==> config.mk <==
export PLATFORM = sky130hd
export DESIGN_NAME = pcg_top
export DESIGN_NICKNAME = d
export VERILOG_FILES = /design/src/hdl/pcg_pkg.sv /design/src/hdl/pcg_clk_gate.sv /design/src/hdl/pcg_fault_check.sv /design/src/hdl/pcg_top.sv
export VERILOG_INCLUDE_DIRS = /design/src /design/src/hdl
export SDC_FILE = /design/constraint.sdc
export NUM_CORES = 1
export LEC_CHECK = 0
export ABC_AREA = 1
export BUFFER_PORTS_ARGS = -buffer_cell sky130_fd_sc_hd__buf_2
export CORE_AREA = 2 2 120 122
export CTS_BUF_LIST = sky130_fd_sc_hd__clkbuf_8 sky130_fd_sc_hd__clkbuf_16
export CTS_CLUSTER_SIZE = 25
export DETAILED_ROUTE_END_ITERATION = 7
export DIE_AREA = 0 0 122 124
export PLACE_DENSITY = 0.57
export SLEW_MARGIN = 20
export SYNTH_ARGS = -nofsm -noshare
export SYNTH_HDL_FRONTEND = slang
export SYNTH_SLANG_ARGS = --single-unit
==> constraint.sdc <==
create_clock -name MCLK -period 1.6 [get_ports MCLK]
set_input_delay 0.32 -clock MCLK [delete_from_list [all_inputs] [get_ports MCLK]]
set_output_delay 0.32 -clock MCLK [all_outputs]
set_load 0.02 [all_outputs]
==> src/hdl/pcg_defs.svh <==
// Purpose: constants of the peripheral clock gating block
// Assumes: byte addresses on the register bus, 32-bit aligned words
// Notes:   offsets, field positions, masks, reset values and the unit count only
`ifndef PCG_DEFS_SVH
`define PCG_DEFS_SVH

`define PCG_OFF_RUN0       9'h100
`define PCG_OFF_RUN1       9'h104
`define PCG_OFF_SLEEP0     9'h110
`define PCG_OFF_SLEEP1     9'h114
`define PCG_OFF_DEEP0      9'h120
`define PCG_OFF_DEEP1      9'h124

`define PCG_MASK_GRP0      32'h0011_0F08
`define PCG_MASK_GRP1      32'h0107_0113
`define PCG_RESET_GATE     32'h0000_0000

`define PCG_BIT_PWM        20
`define PCG_BIT_CONV       16
`define PCG_BIT_WDOG       3
`define PCG_RATE_HI        11
`define PCG_RATE_LO        8
`define PCG_BIT_CMP_ZERO   24
`define PCG_BIT_TMR2       18
`define PCG_BIT_TMR1       17
`define PCG_BIT_TMR0       16
`define PCG_BIT_QDEC       8
`define PCG_BIT_SSER       4
`define PCG_BIT_SER1       1
`define PCG_BIT_SER0       0

`define PCG_NUM_UNITS      11

`endif

==> src/hdl/pcg_pkg.sv <==
// Purpose: types of the peripheral clock gating block
// Assumes: constants come from pcg_defs.svh
// Notes:   unit index order matches the enable vector
package pcg_pkg;

  typedef enum logic [1:0]
  {
    PCG_RUN   = 2'h0,
    PCG_SLEEP = 2'h1,
    PCG_DEEP  = 2'h3
  } pcg_mode_t;

  typedef enum logic [3:0]
  {
    PCG_RATE_125K = 4'h0,
    PCG_RATE_250K = 4'h1,
    PCG_RATE_500K = 4'h2
  } pcg_rate_t;

  typedef enum logic [1:0]
  {
    PCG_RESP_OKAY   = 2'h0,
    PCG_RESP_SLVERR = 2'h2
  } pcg_resp_t;

  typedef enum logic [3:0]
  {
    PCG_U_PWM   = 4'h0,
    PCG_U_CONV  = 4'h1,
    PCG_U_WDOG  = 4'h2,
    PCG_U_CMP_ZERO = 4'h3,
    PCG_U_TMR0  = 4'h4,
    PCG_U_TMR1  = 4'h5,
    PCG_U_TMR2  = 4'h6,
    PCG_U_QDEC  = 4'h7,
    PCG_U_SSER  = 4'h8,
    PCG_U_SER0  = 4'h9,
    PCG_U_SER1  = 4'hA
  } pcg_unit_t;

endpackage : pcg_pkg

==> src/hdl/pcg_clk_gate.sv <==
// Purpose: enable flops for the per-unit clock gates
// Assumes: downstream cell ANDs the enable with the high clock phase
// Notes:   falling-edge capture keeps every enable stable while clock is high
`timescale 1ns/100ps
`default_nettype none
module pcg_clk_gate
  import pcg_pkg::*;
#(
  parameter int N = 11
)
(
  input  wire logic         clk,
  input  wire logic         rst_n,
  input  wire logic [N-1:0] en_req,
  output var  logic [N-1:0] en
);

  // ------------------------------------------------------------
  // Enable capture
  // ------------------------------------------------------------
  // Changing on the falling edge means an AND gate never slices a pulse
  always_ff @(negedge clk)
  begin
    if (!rst_n)
    begin
      en <= '0;
    end
    else
    begin
      en <= en_req;
    end
  end

endmodule : pcg_clk_gate
`default_nettype wire

==> src/hdl/pcg_fault_check.sv <==
// Purpose: bus fault for accesses to unclocked peripheral units
// Assumes: one access strobe per cycle with the unit index beside it
// Notes:   indices past the last gated unit are never faulted
`timescale 1ns/100ps
`default_nettype none
module pcg_fault_check
  import pcg_pkg::*;
#(
  parameter int N = 11
)
(
  input  wire logic         clk,
  input  wire logic         rst_n,
  input  wire logic         access,
  input  wire logic [3:0]   sel,
  input  wire logic [N-1:0] en,
  output var  logic         fault
);

  logic gated_off;

  always_comb
  begin
    gated_off = 1'b0;
    if (sel < 4'(N))
    begin
      gated_off = !en[sel];
    end
  end

  // ------------------------------------------------------------
  // Fault strobe
  // ------------------------------------------------------------
  always_ff @(posedge clk)
  begin
    if (!rst_n)
    begin
      fault <= 1'b0;
    end
    else
    begin
      fault <= access && gated_off;
    end
  end

endmodule : pcg_fault_check
`default_nettype wire

==> src/hdl/pcg_top.sv <==
// Purpose: peripheral clock gating registers, mode copy select, unit enables
// Assumes: Avalon-MM slave with byte addresses; power mode given as levels
// Notes:   one wait state on every access; reserved bits read as zero
//
// The Avalon-MM register port is this design's own decision.
`timescale 1ns/100ps
`default_nettype none
`include "pcg_defs.svh"
module pcg_top
  import pcg_pkg::*;
(
  input  wire logic        MCLK,
  input  wire logic        RST_N,
  input  wire logic [8:0]  AVS_ADDRESS,
  input  wire logic        AVS_READ,
  input  wire logic        AVS_WRITE,
  input  wire logic [31:0] AVS_WRITEDATA,
  input  wire logic [3:0]  AVS_BYTEENABLE,
  output var  logic [31:0] AVS_READDATA,
  output var  logic        AVS_WAITREQUEST,
  output var  logic [1:0]  AVS_RESPONSE,
  input  wire logic        AUTO_GATING_SELECT,
  input  wire logic        SLEEP_MODE,
  input  wire logic        DEEP_SLEEP_MODE,
  input  wire logic        PERIPH_ACCESS,
  input  wire logic [3:0]  PERIPH_SEL,
  output var  logic        PERIPH_FAULT,
  output var  logic [10:0] UNIT_CLK_EN,
  output var  logic [3:0]  CONV_MAX_RATE,
  output var  logic [1:0]  POWER_MODE
);

  // ------------------------------------------------------------
  // Register map tables
  // ------------------------------------------------------------
  localparam logic [8:0]  COPY_OFF [3][2] = '{
    '{`PCG_OFF_RUN0,   `PCG_OFF_RUN1},
    '{`PCG_OFF_SLEEP0, `PCG_OFF_SLEEP1},
    '{`PCG_OFF_DEEP0,  `PCG_OFF_DEEP1}
  };
  localparam logic [31:0] GRP_MASK [2] = '{`PCG_MASK_GRP0, `PCG_MASK_GRP1};

  // Unit order follows pcg_unit_t
  localparam int UNIT_GRP [`PCG_NUM_UNITS] = '{0, 0, 0, 1, 1, 1, 1, 1, 1, 1, 1};
  localparam int UNIT_BIT [`PCG_NUM_UNITS] = '{
    `PCG_BIT_PWM, `PCG_BIT_CONV, `PCG_BIT_WDOG, `PCG_BIT_CMP_ZERO,
    `PCG_BIT_TMR0, `PCG_BIT_TMR1, `PCG_BIT_TMR2, `PCG_BIT_QDEC,
    `PCG_BIT_SSER, `PCG_BIT_SER0, `PCG_BIT_SER1
  };

  // ------------------------------------------------------------
  // Declarations
  // ------------------------------------------------------------
  logic [31:0]            gate_reg [3][2];
  logic [31:0]            active   [2];
  logic [31:0]            be_mask;
  logic [31:0]            rd_val;
  logic                   rd_hit;
  logic                   req;
  logic                   accept;
  logic [10:0]            unit_req;
  logic [10:0]            unit_en;
  logic                   fault;
  pcg_mode_t              mode_q;
  pcg_mode_t              next_mode;
  int                     mode_idx;
  logic [10:0]            en_at_rise;

  assign req    = AVS_READ || AVS_WRITE;
  assign accept = req && !AVS_WAITREQUEST;

  // ------------------------------------------------------------
  // Bus handshake
  // ------------------------------------------------------------
  // Waitrequest idles high and drops for one cycle per request
  always_ff @(posedge MCLK)
  begin
    if (!RST_N)
    begin
      AVS_WAITREQUEST <= 1'b1;
    end
    else
    begin
      AVS_WAITREQUEST <= !(req && AVS_WAITREQUEST);
    end
  end

  // ------------------------------------------------------------
  // Address decode and read mux
  // ------------------------------------------------------------
  always_comb
  begin
    rd_hit = 1'b0;
    rd_val = '0;
    for (int m = 0; m < 3; m++)
    begin
      for (int g = 0; g < 2; g++)
      begin
        if (AVS_ADDRESS[8:2] == COPY_OFF[m][g][8:2])
        begin
          rd_hit = 1'b1;
          rd_val = gate_reg[m][g] & GRP_MASK[g];
        end
      end
    end
  end

  always_comb
  begin
    be_mask = '0;
    for (int b = 0; b < 4; b++)
    begin
      be_mask[8*b +: 8] = {8{AVS_BYTEENABLE[b]}};
    end
  end

  // Data loaded on the waiting edge so it already stands at the accept edge
  always_ff @(posedge MCLK)
  begin
    if (!RST_N)
    begin
      AVS_READDATA <= '0;
      AVS_RESPONSE <= PCG_RESP_OKAY;
    end
    else if (req && AVS_WAITREQUEST)
    begin
      AVS_READDATA <= AVS_READ ? rd_val : 32'h0000_0000;
      AVS_RESPONSE <= rd_hit ? PCG_RESP_OKAY : PCG_RESP_SLVERR;
    end
  end

  // ------------------------------------------------------------
  // Gating register copies
  // ------------------------------------------------------------
  // Only documented fields are stored, so reserved bits cannot be changed
  always_ff @(posedge MCLK)
  begin
    if (!RST_N)
    begin
      for (int m = 0; m < 3; m++)
      begin
        for (int g = 0; g < 2; g++)
        begin
          gate_reg[m][g] <= `PCG_RESET_GATE;
        end
      end
    end
    else if (accept && AVS_WRITE)
    begin
      for (int m = 0; m < 3; m++)
      begin
        for (int g = 0; g < 2; g++)
        begin
          if (AVS_ADDRESS[8:2] == COPY_OFF[m][g][8:2])
          begin
            gate_reg[m][g] <= (gate_reg[m][g] & ~(GRP_MASK[g] & be_mask))
                            | (AVS_WRITEDATA & GRP_MASK[g] & be_mask);
          end
        end
      end
    end
  end

  // ------------------------------------------------------------
  // Power mode tracking
  // ------------------------------------------------------------
  // Without automatic gating the run copy rules in every mode
  always_comb
  begin
    next_mode = PCG_RUN;
    if (AUTO_GATING_SELECT)
    begin
      if (DEEP_SLEEP_MODE)
      begin
        next_mode = PCG_DEEP;
      end
      else if (SLEEP_MODE)
      begin
        next_mode = PCG_SLEEP;
      end
    end
  end

  always_ff @(posedge MCLK)
  begin
    if (!RST_N)
    begin
      mode_q <= PCG_RUN;
    end
    else
    begin
      mode_q <= next_mode;
    end
  end

  always_ff @(posedge MCLK)
  begin
    if (!RST_N)
    begin
      POWER_MODE <= PCG_RUN;
    end
    else
    begin
      POWER_MODE <= next_mode;
    end
  end

  always_comb
  begin
    case (mode_q)
      PCG_RUN:   mode_idx = 0;
      PCG_SLEEP: mode_idx = 1;
      PCG_DEEP:  mode_idx = 2;
      default:   mode_idx = 0;
    endcase
  end

  assign active[0] = gate_reg[mode_idx][0];
  assign active[1] = gate_reg[mode_idx][1];

  // ------------------------------------------------------------
  // Unit enable mapping
  // ------------------------------------------------------------
  // Covers PWM, converter, watchdog, comparator, timers, decoder, serial
  genvar u;
  generate
    for (u = 0; u < `PCG_NUM_UNITS; u++)
    begin : g_unit
      assign unit_req[u] = active[UNIT_GRP[u]][UNIT_BIT[u]];
    end
  endgenerate

  pcg_clk_gate #(
    .N      (`PCG_NUM_UNITS)
  ) u_gate (
    .clk    (MCLK),
    .rst_n  (RST_N),
    .en_req (unit_req),
    .en     (unit_en)
  );

  assign UNIT_CLK_EN = unit_en;

  // ------------------------------------------------------------
  // Converter rate limit
  // ------------------------------------------------------------
  // Codes above 500K pass through unchanged; the converter treats them
  always_ff @(posedge MCLK)
  begin
    if (!RST_N)
    begin
      CONV_MAX_RATE <= PCG_RATE_125K;
    end
    else
    begin
      CONV_MAX_RATE <= active[0][`PCG_RATE_HI:`PCG_RATE_LO];
    end
  end

  // ------------------------------------------------------------
  // Peripheral bus fault
  // ------------------------------------------------------------
  pcg_fault_check #(
    .N      (`PCG_NUM_UNITS)
  ) u_fault (
    .clk    (MCLK),
    .rst_n  (RST_N),
    .access (PERIPH_ACCESS),
    .sel    (PERIPH_SEL),
    .en     (unit_en),
    .fault  (fault)
  );

  assign PERIPH_FAULT = fault;

  // ------------------------------------------------------------
  // Assertions
  // ------------------------------------------------------------
  a_wait_one_cycle: assert property (
    @(posedge MCLK) disable iff (!RST_N)
    (req && AVS_WAITREQUEST) |=> (!AVS_WAITREQUEST ##1 AVS_WAITREQUEST))
    else $error("waitrequest did not drop for exactly one cycle");

  a_reset_clear: assert property (
    @(posedge MCLK)
    !RST_N |=> (gate_reg[0][0] == 32'h0 && gate_reg[2][1] == 32'h0
                && CONV_MAX_RATE == 4'h0))
    else $error("gating state not cleared by reset");

  a_reserved_zero: assert property (
    @(posedge MCLK) disable iff (!RST_N)
    (accept && AVS_READ && AVS_ADDRESS == `PCG_OFF_RUN0)
      |-> ((AVS_READDATA & ~`PCG_MASK_GRP0) == 32'h0))
    else $error("reserved bits of group 0 read nonzero");

  a_write_stored: assert property (
    @(posedge MCLK) disable iff (!RST_N)
    (accept && AVS_WRITE && AVS_ADDRESS == `PCG_OFF_DEEP1
     && AVS_BYTEENABLE == 4'hF)
      |=> (gate_reg[2][1] == ($past(AVS_WRITEDATA) & `PCG_MASK_GRP1)))
    else $error("deep sleep group 1 write not stored");

  a_run_without_auto: assert property (
    @(posedge MCLK) disable iff (!RST_N)
    !AUTO_GATING_SELECT |=> (mode_q == PCG_RUN && active[1] == gate_reg[0][1]))
    else $error("sleep copy used without automatic gating");

  a_deep_select: assert property (
    @(posedge MCLK) disable iff (!RST_N)
    (AUTO_GATING_SELECT && DEEP_SLEEP_MODE) |=> (active[0] == gate_reg[2][0]))
    else $error("deep sleep copy not selected");

  a_enable_follow: assert property (
    @(posedge MCLK) disable iff (!RST_N)
    $past(RST_N) |-> (UNIT_CLK_EN[0] == active[0][`PCG_BIT_PWM]
                      && UNIT_CLK_EN[10] == active[1][`PCG_BIT_SER1]))
    else $error("unit enable does not follow the active copy");

  // Enable as it stood at the last rise, compared again at the fall
  always_ff @(posedge MCLK)
  begin
    en_at_rise <= UNIT_CLK_EN;
  end

  a_enable_high_phase: assert property (
    @(negedge MCLK) disable iff (!RST_N)
    UNIT_CLK_EN == en_at_rise)
    else $error("unit enable moved during the clock high phase");

  a_rate_follow: assert property (
    @(posedge MCLK) disable iff (!RST_N)
    1'b1 |=> (CONV_MAX_RATE == $past(active[0][11:8])))
    else $error("converter rate does not track group 0");

  a_fault_gated: assert property (
    @(posedge MCLK) disable iff (!RST_N)
    (PERIPH_ACCESS && PERIPH_SEL < 4'hB && !UNIT_CLK_EN[PERIPH_SEL])
      |=> PERIPH_FAULT)
    else $error("access to unclocked unit did not fault");

  a_no_fault_clocked: assert property (
    @(posedge MCLK) disable iff (!RST_N)
    !(PERIPH_ACCESS && PERIPH_SEL < 4'hB && !UNIT_CLK_EN[PERIPH_SEL])
      |=> !PERIPH_FAULT)
    else $error("fault raised for a clocked unit");

  a_unmapped_error: assert property (
    @(posedge MCLK) disable iff (!RST_N)
    (accept && !rd_hit) |-> (AVS_RESPONSE == PCG_RESP_SLVERR))
    else $error("unmapped access answered okay");

  c_write_run0: cover property (
    @(posedge MCLK) disable iff (!RST_N)
    accept && AVS_WRITE && AVS_ADDRESS == `PCG_OFF_RUN0);

  c_sleep_copy: cover property (
    @(posedge MCLK) disable iff (!RST_N)
    mode_q == PCG_SLEEP && unit_req != 11'h0);

  c_deep_copy: cover property (
    @(posedge MCLK) disable iff (!RST_N)
    mode_q == PCG_DEEP ##1 mode_q == PCG_RUN);

  c_fault: cover property (
    @(posedge MCLK) disable iff (!RST_N)
    PERIPH_FAULT);

endmodule : pcg_top
`default_nettype wire

==> metrics.md, run 1 <==
| Metric | Value |
|---|---|
| Skew final | `0.0633 ns` |
| Yosys synthesis warning count | `0` |
| I/O Pins | `110` |
| Yosys reg bits | `around 80` |
| PD cells | `between 800 and 900 nW/um^2` |
| Post-Route WL | `approximately 12000 um` |
| Largest net degree at the start of global routing | `16` |
| GPL Wtd Cong | `between 0.8 and 0.9` |
| Crit end category | `output port` |
| Final setup viols | `23` |
| CP required | `1.28 ns` |
| CTS root buf | `clkbuf_16` |
| Total Die Area | `roughly 15000 um^2` |
| Syn_area_per_cell | `around 7.7 um^2` |
| Pre-CTS setup slack | `-0.200 ns` |
| Leakage | `about 2.9 nW` |
| Routed WL per cell | `around 14 um` |
| Measured slew at the worst slew-check pin | `0.573 ns` |
| Die Span Y | `between 100 and 150 um` |
| Critical path class | `reg2out` |
| Slowest cell on crit path | `dfxtp_2` |
| Worst reg2reg path depth | `6` |
| Crit path cell chain | `buf_6` |
| Final hold vios | `0` |
| First-pass GRT wire length | `~19000 um` |
| Status | `finished with violations` |
| P&R area growth vs syn | `41.9%` |
| Net load switching power | `between 1 and 1.5 mW` |
| Mapped Cells | `525` |
| Area of the multi-input gates | `around 1900 um^2` |
| Comb power frac | `a little over an eighth` |
| Hold_buf cts | `0` |
| Skew-Pair Late Insertion Delay | `~0.40 ns` |
| Initial core utilization | `29.5%` |
| CP top delay family | `flip-flops` |
| Hold depth | `3` |
| Core ar. | `roughly 14000 um^2` |
| Most frequent cells in the layout | `nand2_1 (138), a21oi_1 (62), buf_4 (61)` |
| Reg2reg end | `u_fault.fault` |
| Commonest non-fill, non-tap cell in the layout | `nand2_1` |
| Net count, final | `slightly above 700` |
| Yosys top cell area share | `33.4%` |
| Final Worst Setup Slack | `-0.389 ns` |
| Final ANT Viol Nets | `0` |
| Filler Cells Inserted | `1350` |
| Detailed Route Iter0 Violations | `between 200 and 300` |
| Sequential share of power | `44.7%` |
| Number of clock sinks | `between 70 and 80` |
| CTS Buf Count | `9` |
| Startpoint class of the critical path | `register` |
| Worst reg2reg startpoint | `u_gate.en[2]` |
| Vias in the first global route | `roughly 4.0k` |
| # diodes | `0` |
| Crit path buf inv count | `1` |
| VDD IR max | `approximately 0.53 mV` |
| Vias | `3939` |
| Cell Area, Synth | `4050 um^2` |
| RSZ-0062 raised after global routing | `true` |
| Die X | `around 120 um` |
| TNS Setup | `-6.37 ns` |
| Worst path depth | `1` |
| Relative slew slack | `approximately three fifths` |
| Register area share after synthesis | `49.7%` |
| Max clock buf depth | `2` |
| GRT Total Usage | `about 17%` |
| Worst-path maximum fanout | `2` |
| Via density | `~4.6` |
| Reg area | `2030 um^2` |
| Cells after DPL | `819` |
| Worst hold-check path type | `in2reg` |
| Antenna violations before repair | `0` |
| Hold_ws | `around 0.20 ns` |
| Internal power | `~3.7 mW` |
| Crit path DAT | `roughly 1.7 ns` |
| CTS tree | `yes` |
| DRC violations left | `0` |
| Crit path capture | `UNIT_CLK_EN[0]` |
| Total power | `between 5 and 6 mW` |
| Net Sw Frac | `26.8%` |
| FP Rows | `43` |
| Port Buffers | `68` |
| # Max-Cap Violations | `0` |
| Cell taking the most area after synthesis | `edfxtp_1` |
| Crit path largest cell delay | `between 0.3 and 0.4 ns` |
| Non-Filler Instances | `roughly 850` |
| DP Wirelength | `roughly 8800 um` |
| Clock slew at reported path FFs | `roughly 0.06 ns` |
| Max Slew Vio Count | `0` |
| Worst Setup SP | `u_gate.en[0]` |
| Clk network pwr share | `approximately two fifths` |
| Violated checks | `negative setup slack` |
| Total gr overflow | `0` |
| Reg2Reg Setup Slack | `-0.24 ns` |
| Max FFs per register | `45` |
| 1st-pass router iterations | `4` |
| H-tree depth | `3` |
| Share of cells above drive strength 1 | `between 30% and 40%` |
| Yosys cell types | `29` |
| Top cells by area, synth | `edfxtp_1 (33%), dfxtp_1 (16%), nand2_1 (14%)` |
## area by class of cell
type | count | area share [%]
flip-flops and latches | 78 | 35.3
multi-input cells | 373 | 32.6
clock buffers | 11 | 4.59
inverters | 55 | 3.66
clock inverters | 16 | 1.18
repair buffers | 141 | 18.7
well taps | 180 | 3.92
## cell usage after synthesis
library cell	n
o21ai_1	1
nor3_4	2
conb_1	1
inv_2	3
buf_4	21
nor2_1	55
clkbuf_1	9
a21oi_1	64
nand3_2	2
a221oi_1	1
buf_2	3
buf_1	2
o21ai_0	3
inv_1	52
clkinv_2	1
a22oi_1	2
nor2_4	3
nand3b_1	1
a21oi_2	2
nand2_1	156
nand3_1	53
edfxtp_1	45
clkbuf_2	1
nand2_4	2
dfxtp_1	33
buf_6	1
nand2_2	1
nor2_2	4
o31ai_1	1
## per-stage QoR
stage	cell area [um^2]	utilization, %
floorplan	4150	-
global placement	5010	36.5
detailed placement	5010	36.5
CTS	5700	41.5
global route	5750	41.9
finish	5750	41.9
## how the worst min path moves through the flow
stage	start	end	slack, ns
floorplan	DEEP_SLEEP_MODE	POWER_MODE[1]	0.43
global placement	AVS_READDATA[24]	AVS_READDATA[24]	0.46
detailed placement	AVS_READDATA[18]	AVS_READDATA[18]	0.46
CTS	SLEEP_MODE	POWER_MODE[0]	0.19
global route	PERIPH_ACCESS	u_fault.fault	0.22
finish	SLEEP_MODE	POWER_MODE[0]	0.20
## kinds of logic (layout without fill, tap and decap cells)
kind of cell           Yosys count  in the layout  share of synthesized area (%)
AOI/OAI and AO/OA               74             74                           9.60
buffers and inverters           93            223                           10.9
DFF                             78             78                           49.7
other                            1             20                         0.0926
and+or+nand+nor                279            279                           29.7
## timing repair
action,in CTS,in global routing
gates cloned,1,0
endpoints found under the setup margin,23,24
setup buffers,9,1
resized for setup,81,25
pin swaps,13,10
## per-layer routing
layer | global-route usage, % | vias to the layer above | wire (um)
li1 | - | 1947 | -
met1 | 21.4 | 1840 | 5520
met2 | 28.6 | 141 | 5810
met3 | 3.16 | 11 | 822
met4 | 6.47 | 0 | 150
met5 | 0 | - | 0
## power groups by stage
stage	clock (mW)	combinational, mW	sequential [mW]
after floorplan	0.0461	0.325	2.30
final	2.10	0.674	2.25
after global placement	0.0461	0.575	2.27
after detailed placement	0.0461	0.585	2.27
after global routing	2.23	0.736	2.25
after CTS	2.14	0.662	2.24
No activity file was read; power rests on OpenSTA's default activity.
==> run 2: changes to the inputs <==
- clock period: 1.6 -> 2.4 ns (I/O delays scaled with it)
==> metrics.md, run 2 (synthesized netlist as in run 1, its figures left out) <==
| Metric | Value |
|---|---|
| Status | `finished with violations` |
| Violated checks | `negative setup slack` |
| 1st-pass router iterations | `5` |
| P&R area growth vs syn | `22.4%` |
| GPL Wtd Cong | `0.855` |
| RSZ-0062 raised after global routing | `true` |
| Critical path class | `reg2out` |
| GRT Total Usage | `~14%` |
| PD cells | `around 630 nW/um^2` |
| Max Slew Vio Count | `0` |
| CTS Buf Count | `9` |
| Largest net degree at the start of global routing | `19` |
| Util after Layout | `36.1%` |
| Most frequent cells in the layout | `nand2_1 (156), inv_1 (64), a21oi_1 (64)` |
| Startpoint class of the critical path | `register` |
| CTS tree | `yes` |
| Hold worst-path end | `POWER_MODE[0]` |
| Post-Route WL | `around 11000 um` |
| Hold depth | `3` |
| Crit path largest cell delay | `about 0.34 ns` |
| Relative slew slack | `a little under two thirds` |
| DRC violations left | `0` |
| H-tree depth | `3` |
| Share of cells above drive strength 1 | `about a fifth` |
| Core ar. | `about 14000 um^2` |
| Clock slew at reported path FFs | `approximately 0.06 ns` |
| # diodes | `0` |
| CP required | `roughly 1.9 ns` |
| Worst-path maximum fanout | `2` |
| Worst reg2reg startpoint | `u_gate.en[3]` |
| # Max-Cap Violations | `0` |
| Die X | `roughly 120 um` |
| Worst Hold Launch | `SLEEP_MODE` |
| Crit path buf inv count | `1` |
| FP Rows | `43` |
| Final setup viols | `11` |
| Detailed Route Iter0 Violations | `240` |
| Slowest cell on crit path | `dfxtp_2` |
| Commonest non-fill, non-tap cell in the layout | `nand2_1` |
| Reg2reg end | `u_fault.fault` |
| DP Wirelength | `about 8200 um` |
| Vias | `3668` |
| I/O Pins | `110` |
| Worst reg2reg path depth | `6` |
| Skew final | `~0.053 ns` |
| CTS root buf | `clkbuf_16` |
| CP top delay family | `flip-flops` |
| Routed WL per cell | `13.2 um` |
| Max FFs per register | `45` |
| Final hold vios | `0` |
| Number of clock sinks | `78` |
| Max clock buf depth | `2` |
| Worst hold-check path type | `in2reg` |
| Final Worst Setup Slack | `-0.110 ns` |
| Skew-Pair Late Insertion Delay | `0.38 ns` |
| Crit path DAT | `~2.0 ns` |
| Crit path cell chain | `buf_6` |
| Net count, final | `around 670` |
| Vias in the first global route | `~3.4k` |
| Measured slew at the worst slew-check pin | `between 0.5 and 0.6 ns` |
| Final ANT Viol Nets | `0` |
| Port Buffers | `a little under 70` |
| Antenna violations before repair | `0` |
| Leakage | `about 2.4 nW` |
| Total Die Area | `about 15000 um^2` |
| Total gr overflow | `0` |
| Via density | `roughly 4.6` |
| First-pass GRT wire length | `17000 um` |
| Pre-CTS setup slack | `between 0.15 and 0.2 ns` |
| Crit end category | `output port` |
| Die Span Y | `roughly 120 um` |
| VDD IR max | `~0.31 mV` |
| Initial core utilization | `between 20% and 30%` |
| Reg2Reg Setup Slack | `0.13 ns` |
## run 2: cell count changes in the layout (fill, tap and decap cells not counted), moves of 5 or more
cell / delta
buf_6: -6
nand2_2: -7
nand2_1: +18
buf_12: -6
nand2_4: -11
nand3_1: +17
nand3_2: -17
buf_4: -48
inv_1: +5
## run 2: per-stage QoR
step	cell area (um^2)	hold WS (ns)	cells	power, mW	setup TNS, ns
after global routing	4960	0.372	794	3.29	-1.45
after global placement	4530	0.460	764	1.86	0
final	4960	0.359	794	3.14	-1.12
after detailed placement	4530	0.462	764	1.87	0
after floorplan	4140	0.543	544	1.78	0
after CTS	4960	0.356	794	3.16	-1.24
## run 2: area by class of cell
class	instances	area, um^2
Clock buffer	11	253
Clock inverter	16	65.1
Fill cell	1458	8760
Inverter	55	208
Multi-Input combinational cell	373	1670
Sequential cell	78	2030
Tap cell	180	225
Timing Repair Buffer	81	507
## run 2: routing by layer
layer | vias up | track usage (%) | share of wire [%]
li1 | 1826 | - | -
met1 | 1658 | 20.1 | 47
met2 | 169 | 22.2 | 43
met3 | 15 | 2.84 | 7.9
met4 | 0 | 5.89 | 1.6
met5 | - | 0 | 0
## run 2: repair_timing
action                                  in CTS  in global routing
hold buffers                                 0                  0
endpoints found under the setup margin      11                 11
pin swaps                                    0                  0
setup buffers                                4                  0
gates resized for setup                     33                  0
## run 2: where the power goes
group | switching [mW] | internal [mW]
Combinational | 0.225 | 0.106
Sequential | 0.0399 | 1.46
Clock | 0.539 | 0.768
## run 2: worst max path at each step
stage	startpoint	end	slack [ns]	cells after the start
2_1_floorplan	POWER_MODE[0]	u_gate.en[0]	0.02	8
3_3_place_gp	POWER_MODE[0]	u_gate.en[0]	0.15	6
3_5_place_dp	POWER_MODE[0]	u_gate.en[0]	0.16	6
4_1_cts	u_gate.en[5]	UNIT_CLK_EN[5]	-0.12	1
5_1_grt	u_gate.en[6]	UNIT_CLK_EN[6]	-0.14	1
6_report	u_gate.en[0]	UNIT_CLK_EN[0]	-0.11	1
==> run 3: changes to the inputs <==
- RECOVER_POWER: not set -> 25
==> metrics.md, run 3 (synthesized netlist as in run 1, its figures left out) <==
| Metric | Value |
|---|---|
| Max Slew Vio Count | `0` |
| Die X | `approximately 120 um` |
| Reg2reg end | `u_fault.fault` |
| Max FFs per register | `45` |
| TNS Setup | `-1.12 ns` |
| Net Sw Frac | `25.6%` |
| Initial core utilization | `approximately 30%` |
| Pre-CTS setup slack | `around 0.16 ns` |
| Status | `finished with violations` |
| Most frequent cells in the layout | `nand2_1 (156), inv_1 (64), a21oi_1 (64)` |
| Final setup viols | `11` |
| Crit path cell chain | `buf_6` |
| Worst Setup SP | `u_gate.en[9]` |
| Detailed Route Iter0 Violations | `approximately 250` |
| Share of cells above drive strength 1 | `approximately 17%` |
| Skew-Pair Late Insertion Delay | `around 0.38 ns` |
| CP top delay family | `flip-flops` |
| Net load switching power | `roughly 0.8 mW` |
| Core ar. | `13700 um^2` |
| Post-Route WL | `roughly 11000 um` |
| Port Buffers | `~70` |
| CP required | `around 1.9 ns` |
| Number of clock sinks | `78` |
| Startpoint class of the critical path | `register` |
| Routed WL per cell | `13.3 um` |
| Antenna violations before repair | `0` |
| Die Span Y | `124 um` |
| First-pass GRT wire length | `17000 um` |
| PD cells | `~640 nW/um^2` |
| CTS tree | `yes` |
| Hold_ws | `around 0.36 ns` |
| VDD IR max | `about 0.31 mV` |
| Worst hold-check path type | `in2reg` |
| Sequential share of power | `47.9%` |
| Final Worst Setup Slack | `-0.108 ns` |
| Crit end category | `output port` |
| Leakage | `approximately 2.3 nW` |
| Crit path buf inv count | `1` |
| P&R area growth vs syn | `21.5%` |
| CTS root buf | `clkbuf_16` |
| Net count, final | `between 600 and 700` |
| Worst-path maximum fanout | `2` |
| Clock slew at reported path FFs | `0.06 ns` |
| Filler Cells Inserted | `roughly 1.5k` |
| Crit path DAT | `2.03 ns` |
| 1st-pass router iterations | `5` |
| Final ANT Viol Nets | `0` |
| Vias | `3649` |
| Measured slew at the worst slew-check pin | `approximately 0.81 ns` |
| Worst path depth | `1` |
| Final hold vios | `0` |
| Post-Place Cell Area | `around 4500 um^2` |
| Design area | `just under 5000 um^2` |
| DRC violations left | `0` |
| Util after Layout | `a little over a third` |
| Internal power | `2.33 mW` |
| GRT Total Usage | `between 10% and 20%` |
| Crit path capture | `UNIT_CLK_EN[9]` |
| H-tree depth | `3` |
| Hold_buf cts | `0` |
| DP Wirelength | `8190 um` |
| GPL Wtd Cong | `between 0.8 and 0.9` |
| Relative slew slack | `a little under half` |
| I/O Pins | `110` |
| Commonest non-fill, non-tap cell in the layout | `nand2_1` |
| Critical path class | `reg2out` |
| # diodes | `0` |
| Skew final | `~0.052 ns` |
| Vias in the first global route | `approximately 3.4k` |
| Worst reg2reg startpoint | `u_gate.en[3]` |
| Largest net degree at the start of global routing | `19` |
| RSZ-0062 raised after global routing | `true` |
| Via density | `~4.6` |
| Total Die Area | `roughly 15000 um^2` |
| Crit path largest cell delay | `between 0.3 and 0.4 ns` |
| Max clock buf depth | `2` |
| Worst reg2reg path depth | `6` |
| Slowest cell on crit path | `dfxtp_2` |
| Reg2Reg Setup Slack | `0.13 ns` |
| Clk network pwr share | `41.7%` |
| # Max-Cap Violations | `0` |
| Violated checks | `negative setup slack` |
| Comb power frac | `about a tenth` |
| Total gr overflow | `0` |
| CTS Buf Count | `9` |
| FP Rows | `43` |
-- run 3: changes by cell type in the layout (fill, tap and decap cells not counted) --
cell,before,now
buf_2,57,36
nand3_1,53,54
o21ai_1,1,0
o21ai_0,3,4
nand3_2,2,1
buf_4,13,12
clkbuf_1,0,22
-- run 3: worst min path at each step --
| stage | from | end | slack, ns | depth (start not counted) |
|---|---|---|---|---|
| after detailed placement | AVS_READDATA[24] | AVS_READDATA[24] | 0.46 | 2 |
| final | SLEEP_MODE | POWER_MODE[0] | 0.36 | 3 |
| after global routing | DEEP_SLEEP_MODE | POWER_MODE[1] | 0.37 | 3 |
| after global placement | AVS_READDATA[1] | AVS_READDATA[1] | 0.46 | 2 |
| after CTS | SLEEP_MODE | POWER_MODE[0] | 0.36 | 3 |
| after floorplan | AVS_READDATA[0] | AVS_READDATA[0] | 0.54 | 2 |
-- run 3: cell type report --
class | instances | area (um^2) | area share [%]
sequential | 78 | 2030 | 41.2
multi-input combinational | 373 | 1670 | 33.9
timing repair buffer | 81 | 477 | 9.68
clock buffer | 11 | 253 | 5.13
tap | 180 | 225 | 4.57
inverter | 55 | 208 | 4.22
clock inverter | 16 | 65.1 | 1.32
-- run 3: power groups by stage --
stage	clock network (mW)	logic (mW)	registers, mW
6_report	1.31	0.327	1.50
3_3_place_gp	0.0307	0.311	1.52
4_1_cts	1.33	0.332	1.50
3_5_place_dp	0.0307	0.316	1.52
5_1_grt	1.41	0.368	1.51
2_1_floorplan	0.0307	0.216	1.53
-- run 3: per-stage QoR --
| step | instances | total power [mW] |
|---|---|---|
| 3_5_place_dp | 764 | 1.87 |
| 2_1_floorplan | 544 | 1.78 |
| 4_1_cts | 794 | 3.16 |
| 5_1_grt | 794 | 3.29 |
| 6_report | 794 | 3.13 |
| 3_3_place_gp | 764 | 1.86 |
-- run 3: layer usage --
layer	vias up	wire length, um	GRT usage (%)
li1	1825	-	-
met1	1672	5080	20.1
met2	139	4550	22.2
met3	13	727	2.84
met4	0	167	5.89
met5	-	0	0
-- run 3: repair_timing --
item                                    CTS  global route
buffers inserted                          4             0
gates resized for setup                  33             0
endpoints found under the setup margin   11            11
